[config.mk]
export PLATFORM = sky130hd
export DESIGN_NAME = tsr_refill
export DESIGN_NICKNAME = d
export VERILOG_FILES = /design/src/rtl/tsr_pkg.sv /design/src/rtl/tsr_hash_if.sv /design/src/rtl/tsr_hash_unit.sv /design/src/rtl/tsr_refill.sv
export SDC_FILE = /design/constraint.sdc
export NUM_CORES = 1
export LEC_CHECK = 0
export ABC_CLOCK_PERIOD_IN_PS = 3700
export BUFFER_PORTS_ARGS = -buffer_cell sky130_fd_sc_hd__buf_2
export CORE_AREA = 2 2 192 194
export DETAILED_ROUTE_END_ITERATION = 8
export DIE_AREA = 0 0 194 196
export GPL_ROUTABILITY_DRIVEN = 0
export PLACE_DENSITY = 0.79
export SLEW_MARGIN = 20
export SYNTH_ARGS = -nofsm -noshare
export SYNTH_HDL_FRONTEND = slang
export SYNTH_SLANG_ARGS = --single-unit
[constraint.sdc]
create_clock -name core_clk -period 3.7 [get_ports core_clk]
set_input_delay 0.74 -clock core_clk [delete_from_list [all_inputs] [get_ports core_clk]]
set_output_delay 0.74 -clock core_clk [all_outputs]
set_load 0.02 [all_outputs]
[src/rtl/tsr_pkg.sv]
// Purpose: Shared constants for the table-search refill support block.
// Assumes: Bit numbers in comments use big-endian order (bit 0 is the MSB).
// Notes:   Register numbers are special-register numbers seen by the core.
package tsr_pkg;
	// Special-register numbers of the table-search registers.
	localparam logic [9:0] SPR_DATA_MISS   = 10'h3F0;
	localparam logic [9:0] SPR_DATA_CMP    = 10'h3F1;
	localparam logic [9:0] SPR_PRIMARY     = 10'h3F2;
	localparam logic [9:0] SPR_SECONDARY   = 10'h3F3;
	localparam logic [9:0] SPR_INSTR_MISS  = 10'h3F4;
	localparam logic [9:0] SPR_INSTR_CMP   = 10'h3F5;
	localparam logic [9:0] SPR_STAGING     = 10'h3F6;
	localparam logic [9:0] SPR_SCRATCH0    = 10'h114;
	localparam int         SCRATCH_COUNT   = 4;
	// Configuration bit position, big-endian number and little-endian index.
	localparam int         SW_SEARCH_BIT   = 12;
	localparam int         SW_SEARCH_IDX   = 31 - SW_SEARCH_BIT;
	// Machine state bits: instruction and data translation enables.
	localparam int         MSR_IR_IDX      = 31 - 26;
	localparam int         MSR_DR_IDX      = 31 - 27;
	// Staging register writable mask: reserved bits 20-22 and 29 read zero.
	localparam logic [31:0] STAGING_MASK   = 32'hFFFF_F1FB;
	// Exception vector offsets.
	localparam logic [31:0] VEC_INSTR_MISS = 32'h0000_1000;
	localparam logic [31:0] VEC_LOAD_MISS  = 32'h0000_1100;
	localparam logic [31:0] VEC_STORE_MISS = 32'h0000_1200;
	// Kind of miss being reported.
	typedef enum logic [1:0] {
		MISS_INSTR,
		MISS_LOAD,
		MISS_STORE
	} tsr_miss_type;
endpackage

[src/rtl/tsr_hash_if.sv]
// Purpose: Carries the miss address and table origin to the hash unit.
// Assumes: One clock; pure combinational result.
// Notes:   The hash unit returns both group addresses.
`timescale 1ns/100ps
interface tsr_hash_if;
	logic [31:0] missAddr;      // Effective address of the miss.
	logic [23:0] segmentId;     // Segment identifier for the hash.
	logic [31:0] descriptor;    // Table descriptor register.
	logic [31:0] primaryAddr;   // Primary group address.
	logic [31:0] secondaryAddr; // Secondary group address.
	modport core (output missAddr, output segmentId, output descriptor,
		input primaryAddr, input secondaryAddr);
	modport hasher (input missAddr, input segmentId, input descriptor,
		output primaryAddr, output secondaryAddr);
endinterface

[src/rtl/tsr_hash_unit.sv]
// Purpose: Forms primary and secondary page-table-group addresses.
// Assumes: Hash is the plain segment/page-index exclusive-or, masked.
// Notes:   Only bits 7-25 differ between the two results.
`timescale 1ns/100ps
module tsr_hash_unit (
	// Hash connection.
	tsr_hash_if.hasher hb
);
	// Hash over the low segment bits and the page index.
	wire [18:0] hashValue = hb.segmentId[18:0] ^ {3'h0, hb.missAddr[27:12]};
	// Mask from the descriptor widens the used hash bits.
	wire [8:0]  hashMask  = hb.descriptor[8:0];
	wire [18:0] primHash  = {(hashValue[18:10] & hashMask) | hb.descriptor[24:16],
		hashValue[9:0]};
	wire [18:0] secHash   = {(~hashValue[18:10] & hashMask) | hb.descriptor[24:16],
		~hashValue[9:0]};

	// upper origin bits, group address, six zero bits.
	assign hb.primaryAddr   = {hb.descriptor[31:25], primHash, 6'h00};
	// secondary differs only in the hashed field.
	assign hb.secondaryAddr = {hb.descriptor[31:25], secHash, 6'h00};
endmodule // tsr_hash_unit

[src/rtl/tsr_refill.sv]
// Purpose: Software table-search support registers for the MMU.
// Assumes: Core presents one-cycle miss, access and exception strobes.
// Notes:   Bit numbers in comments are big-endian; vectors are [31:0].
//
// Behaviour
// - Four supervisor scratch registers, always usable.
// - User access raises privileged program exception.
// - Every exception clears both translation enables.
// - Miss loads matching miss-address register, read-only.
// - Data miss address always captured big-endian.
// - Compare word: valid, segment id, clear, page index.
// - Load instruction writes compare and staging word.
// - Group address: origin, hash, six zero bits.
// - Group addresses read-only, derived from miss address.
// - Staging layout keeps reserved bits zero.
// - Entry selected by operand address and way bit.
// - Miss saves status, loads registers, takes exception.
// - Store hitting clean entry takes store miss.
// - Miss vectors are 0x1000, 0x1100, 0x1200.
// - Configuration bit 12 selects software search.
`timescale 1ns/100ps
module tsr_refill (
	// Clock and reset.
	input  wire logic        core_clk,
	input  wire logic        rst_n,
	// Special-register access from the core.
	input  wire logic        sprRead,
	input  wire logic        sprWrite,
	input  wire logic [9:0]  sprNum,
	input  wire logic [31:0] sprWdata,
	input  wire logic        userMode,
	output logic      [31:0] sprRdata,
	output logic             privTrap,
	// Miss report from the translation units.
	input  wire logic        missValid,
	input  wire logic        missIsInstr,
	input  wire logic        missIsStore,
	input  wire logic        storeHitClean,
	input  wire logic [31:0] missEa,
	input  wire logic        littleEndian,
	input  wire logic [23:0] segmentId,
	input  wire logic [31:0] descriptor,
	input  wire logic [3:0]  condField,
	input  wire logic        lruWay,
	// Machine state and configuration.
	input  wire logic        anyException,
	input  wire logic [31:0] stateIn,
	input  wire logic [31:0] configTwo,
	output logic      [31:0] stateOut,
	output logic      [31:0] statusSave,
	output logic             missTaken,
	output logic      [31:0] missVector,
	// TLB load instructions.
	input  wire logic        loadDataEntry,
	input  wire logic        loadInstrEntry,
	input  wire logic [31:0] loadEa,
	output logic             tlbWrite,
	output logic             tlbIsInstr,
	output logic [31:0]      tlbIndexEa,
	output logic             tlbWay,
	output logic [31:0]      tlbWordHi,
	output logic [31:0]      tlbWordLo
);
	// Stored state.
	logic [31:0] dataMiss_r;    // Data miss address.
	logic [31:0] instrMiss_r;   // Instruction miss address.
	logic [31:0] dataCmp_r;     // Data compare word.
	logic [31:0] instrCmp_r;    // Instruction compare word.
	logic [31:0] staging_r;     // Physical entry staging.
	logic [31:0] scratch_r [tsr_pkg::SCRATCH_COUNT]; // Supervisor scratch.
	logic        lastInstr_r;   // Which miss feeds the group addresses.
	logic [23:0] lastSeg_r;     // Segment id of the last miss.

	// Software search enabled by the configuration bit.
	// mode select
	wire swSearch = configTwo[tsr_pkg::SW_SEARCH_IDX];
	// store to a clean entry counts as a store miss.
	wire missEvent = swSearch & (missValid | storeHitClean);
	wire isInstr   = missIsInstr & missValid;
	// invert the low three address bits when the core runs little-endian.
	wire [31:0] dataEa = littleEndian ? {missEa[31:3], missEa[2:0] ^ 3'h7} : missEa;
	// compare word: V=1, segment id, H=0, page index bits.
	wire [31:0] cmpWord = {1'b1, segmentId, 1'b0, missEa[27:22]};

	// Hash unit connection.
	tsr_hash_if hif ();
	assign hif.missAddr   = lastInstr_r ? instrMiss_r : dataMiss_r;
	assign hif.segmentId  = lastSeg_r;
	assign hif.descriptor = descriptor;
	tsr_hash_unit uHash (
		.hb (hif.hasher)
	);

	// Table-search register decode for the access check; the scratch decode is shared by read and access check.
	function automatic logic isSearchReg(input logic [9:0] n);
		return (n >= tsr_pkg::SPR_DATA_MISS) && (n <= tsr_pkg::SPR_STAGING);
	endfunction
	function automatic logic isScratch(input logic [9:0] n);
		return (n >= tsr_pkg::SPR_SCRATCH0) &&
			(n < tsr_pkg::SPR_SCRATCH0 + 10'(tsr_pkg::SCRATCH_COUNT));
	endfunction
	wire access    = sprRead | sprWrite;
	wire ours      = isSearchReg(sprNum) | isScratch(sprNum);
	// user-level access to these registers traps.
	wire trapNow   = access & ours & userMode;
	wire supWrite  = sprWrite & ~userMode;
	wire [1:0] scrIdx = 2'(sprNum - tsr_pkg::SPR_SCRATCH0);

	// Read selection; miss, compare and group registers are read-only.
	logic [31:0] readMux;
	always_comb begin
		readMux = 32'h0000_0000;
		unique case (sprNum)
			tsr_pkg::SPR_DATA_MISS:  readMux = dataMiss_r;
			tsr_pkg::SPR_INSTR_MISS: readMux = instrMiss_r;
			tsr_pkg::SPR_DATA_CMP:   readMux = dataCmp_r;
			tsr_pkg::SPR_INSTR_CMP:  readMux = instrCmp_r;
			// group addresses come straight from the hash unit.
			tsr_pkg::SPR_PRIMARY:    readMux = hif.primaryAddr;
			tsr_pkg::SPR_SECONDARY:  readMux = hif.secondaryAddr;
			tsr_pkg::SPR_STAGING:    readMux = staging_r;
			default: begin
				if (isScratch(sprNum)) begin
					readMux = scratch_r[scrIdx];
				end
			end
		endcase
	end

	// Miss capture and staging writes.
	// miss address load; software writes are ignored.
	always_ff @(posedge core_clk or negedge rst_n) begin
		if (!rst_n) begin
			dataMiss_r  <= 32'h0000_0000;
			instrMiss_r <= 32'h0000_0000;
			dataCmp_r   <= 32'h0000_0000;
			instrCmp_r  <= 32'h0000_0000;
			lastInstr_r <= 1'b0;
			lastSeg_r   <= 24'h00_0000;
		end else if (missEvent) begin
			lastInstr_r <= isInstr;
			lastSeg_r   <= segmentId;
			if (isInstr) begin
				instrMiss_r <= missEa;
				instrCmp_r  <= cmpWord;
			end else begin
				dataMiss_r  <= dataEa;
				dataCmp_r   <= cmpWord;
			end
		end
	end

	// staging register keeps reserved bits at zero.
	always_ff @(posedge core_clk or negedge rst_n) begin
		if (!rst_n) begin
			staging_r <= 32'h0000_0000;
		end else if (supWrite && sprNum == tsr_pkg::SPR_STAGING) begin
			staging_r <= sprWdata & tsr_pkg::STAGING_MASK;
		end
	end

	// scratch registers work whether or not search is enabled.
	genvar g;
	generate
		for (g = 0; g < tsr_pkg::SCRATCH_COUNT; g++) begin : gScratch
			always_ff @(posedge core_clk or negedge rst_n) begin
				if (!rst_n) begin
					scratch_r[g] <= 32'h0000_0000;
				end else if (supWrite && isScratch(sprNum) && scrIdx == 2'(g)) begin
					scratch_r[g] <= sprWdata;
				end
			end
		end
	endgenerate

	// Vector select by miss kind.
	// vector offsets
	wire [31:0] vecSel = isInstr ? tsr_pkg::VEC_INSTR_MISS :
		((missIsStore | storeHitClean) ? tsr_pkg::VEC_STORE_MISS : tsr_pkg::VEC_LOAD_MISS);
	// condition field, way, store flag, saved low state half.
	wire [31:0] statusWord = {condField, lruWay, missIsStore | storeHitClean,
		10'h000, stateIn[15:0]};
	// translation enables cleared on any exception.
	wire [31:0] stateCleared = stateIn & ~(32'h0000_0001 << tsr_pkg::MSR_IR_IDX)
		& ~(32'h0000_0001 << tsr_pkg::MSR_DR_IDX);
	wire exceptNow = anyException | missEvent | trapNow;
	wire loadNow   = loadDataEntry | loadInstrEntry;

	// Registered outputs toward the core and the TLB arrays.
	always_ff @(posedge core_clk or negedge rst_n) begin
		if (!rst_n) begin
			sprRdata   <= 32'h0000_0000;
			privTrap   <= 1'b0;
			stateOut   <= 32'h0000_0000;
			statusSave <= 32'h0000_0000;
			missTaken  <= 1'b0;
			missVector <= 32'h0000_0000;
			tlbWrite   <= 1'b0;
			tlbIsInstr <= 1'b0;
			tlbIndexEa <= 32'h0000_0000;
			tlbWay     <= 1'b0;
			tlbWordHi  <= 32'h0000_0000;
			tlbWordLo  <= 32'h0000_0000;
		end else begin
			sprRdata  <= (sprRead && !userMode) ? readMux : 32'h0000_0000;
			privTrap  <= trapNow;
			stateOut  <= exceptNow ? stateCleared : stateIn;
			// save status and report the miss exception.
			missTaken <= missEvent;
			if (missEvent) begin
				statusSave <= statusWord;
				missVector <= vecSel;
			end
			// entry words; index from operand and saved way.
			tlbWrite   <= loadNow & ~userMode;
			tlbIsInstr <= loadInstrEntry;
			tlbIndexEa <= loadEa;
			tlbWay     <= statusSave[27];
			tlbWordHi  <= loadInstrEntry ? instrCmp_r : dataCmp_r;
			tlbWordLo  <= staging_r;
		end
	end
endmodule // tsr_refill

==> metrics <==
status complete, no violations; Post-Synthesis Cells 1381; post_cts resized 0; setup tns final 0 ps; CTS tree built; Critical Path, Cell by Cell buf_2, and4b_1, and2_1, nand3b_4, or3_2, buf_12, mux2_4; synthesized area per cell 14.2 um2; Final nets 2036; Antenna Nets Post-Route 0; fill count 2651; synthesis-to-layout area growth 21.7%; Reg power frac 46.8%; P_sw 0.00318 W; WP data arrival 2960 ps; number of synthesized flops with an enable pin 0; Die Y 196 um; top post-synthesis cells by area dfrtp_1, mux2_2, mux4_2; number of CTS-inserted buffers 49; minimum clock period 2480 ps; f_max 403 MHz; clock share of power 41.3%; dpl hpwl 39900 um; PortBufs 390; clk_lat worst skew 590 ps; Max stage delay cell, worst path or3_2; CTS Buffer Depth 3; Bufs and invs on worst path 2; Critical Path RT 4170 ps; Site Rows 70; Distinct cells, synth 58; Initial Util 54.3%; Hold Worst Slack 141 ps; combinational power share 11.9%; DRT Wirelength 56600 um; GR Util All Layers 29.7%; clk slew on worst S/H paths 60 ps; die width 194 um; vias per cell 5.75; die area 0.0380 mm2; HP Class in -> async; worst setup margin 1220 ps; Avg WL per Cell 24.5 um; Max Slew Vio Count 0; Starting DRT DRC Count 1021; Yosys top cell by area dfrtp_1; Max FO, Critical Path 20; hold_buf cts 0; Sw Share 25.5%; core area 0.0361 mm2; Static Leak 11.8 nW; Yosys reg bits 475; relative slew slack 30.2%; crit path launch type primary input; Post-synth ARST share 100%; share of cells above drive strength 1 47.7%; Mapped Area 0.0196 mm2; final period utilization 67.1%; worst slew pin tran 1040 ps; Vias 13300; dpl ws 649 ps; drt first pass iters 5; Layout Cells excl Fill 2308; Max-cap violations 0; Post-CTS Setup Inserts 0; Max Clock Skew 9.78 ps; area share of the largest cell type after synthesis 60.6%; CTS Sinks 475; Ports 473; delay-heaviest family, CP simple AND/OR/NAND/NOR gates; RSZ-0062 raised after global routing false; post-synthesis sequential area ratio 60.6%; largest net degree at the start of global routing 84; crit path kind in -> reg; Root Buffer clkbuf_16; Synth Warn # 0; Pint 0.00929 W; Crit. End Element flop; first-pass GRT wire length 84300 um; Final Hold Viols 0; DRC viols 0; H-tree depth 2; Final Setup Violations 0; Congestion Overflow GR 0; largest stage delay on the critical path 720 ps; maximum vdd drop 579 uV; initial antenna violation count 13; dpl cells 2209; Power Dens Cells 523 mW/mm2; ys flop type dfrtp_1; vias in the first global route 13600
## layout make-up
type,instances,area [um2],area share (%)
inverter,4,15.0,0.0629
clock inverter,23,254,1.06
clock buffer,68,1450,6.08
antenna,8,20.0,0.0839
timing repair buffer,441,2420,10.2
multi-input combinational,821,7220,30.3
tap,468,586,2.45
sequential,475,11900,49.8
## routing by layer
metal  vias to the layer above  track usage, %  share of wire [%]
met4                        12            12.5                4.2
li1                       5678               -                  -
met1                      6796            39.1                 40
met2                       643            46.7                 47
met3                       144            8.10                8.3
met5                         -               0               0.13
## cells in the final DEF (no fill, tap or decap), types with 5 or more instances in the layout
| master | instances |
|---|---|
| diode_2 | 8 |
| buf_2 | 388 |
| bufinv_16 | 5 |
| clkbuf_1 | 6 |
| a32o_1 | 5 |
| buf_12 | 6 |
| xor2_1 | 15 |
| buf_4 | 46 |
| mux2_2 | 270 |
| a22oi_1 | 21 |
| nand3_1 | 11 |
| mux4_2 | 33 |
| dfrtp_1 | 475 |
| mux2i_1 | 34 |
| clkbuf_8 | 11 |
| clkinv_2 | 13 |
| conb_1 | 44 |
| mux2_4 | 30 |
| a31oi_1 | 14 |
| xnor2_1 | 20 |
| a21oi_1 | 28 |
| o21ai_0 | 11 |
| clkbuf_16 | 51 |
| nor2_1 | 17 |
| nand2_1 | 148 |
| nand2b_1 | 7 |
| a22o_1 | 21 |
| o22ai_1 | 9 |
| a32oi_1 | 5 |
| a221oi_1 | 8 |
| nor3_1 | 10 |
## kinds of logic after synthesis
family                    count (synthesis)  share of synthesized area, %
AOI/OAI and AO/OA                       146                          5.32
xor gates and xnor gates                 36                          1.68
buffers and inverters                   128                          3.60
DFF                                     475                          60.6
muxes                                   370                          23.5
other                                     1                        0.0191
and+or+nand+nor                         225                          5.25
## power by group through the flow
stage | logic (W) | registers [W] | clock network (W)
detailed placement | 0.00148 | 0.00593 | 0
global route | 0.00159 | 0.00588 | 0.00547
finish | 0.00149 | 0.00584 | 0.00515
CTS | 0.00149 | 0.00584 | 0.00524
floorplan | 0.000716 | 0.00603 | 0
global placement | 0.00145 | 0.00591 | 0
## synth_stat cells, drive strengths merged (18+ instances only)
cell type / count
a21oi: 28
a22o: 21
a22oi: 21
buf: 86
clkbuf: 38
dfrtp: 475
mux2: 303
mux2i: 34
mux4: 33
nand2: 149
nor2: 18
xnor2: 20
## worst register-to-register path, delay by kind of cell (launching register included)
family	cells	cell delay [ps]
flip-flops	1	480
AO/OA/AOI/OAI	3	530
multiplexers	1	550
XOR/XNOR	1	310
## through the flow
step                util [%]  instance area (um2)  total power, W
finish                  66.1                23900          0.0125
global route            66.1                23800          0.0129
CTS                     66.1                23800          0.0126
detailed placement      61.3                22100         0.00741
global placement        61.3                22100         0.00736
floorplan                  -                19800         0.00674
## final timing paths
kind	start	endpoint	slack (ps)	cells past startpoint
max	sprNum[2]	scratch_r[52]	1220	7
min	rst_n	stateOut[3]	140	1
max reg2reg	lastInstr_r	sprRdata[16]	1660	5
min reg2reg	statusSave[27]	tlbWay	400	0
max in group asynchronous	rst_n	scratch_r[63]	2470	2
min in group core_clk	loadEa[6]	tlbIndexEa[6]	250	1
## state kept, by name (all words and copies together), names as in the netlist, 28 cells and up
name / cells
dataMiss_r: 32
instrMiss_r: 32
scratch_r: 128
sprRdata: 32
staging_r: 28
stateOut: 32
tlbIndexEa: 32
tlbWordHi: 31
tlbWordLo: 28
Note: power is estimated with default switching activity, not from simulation.
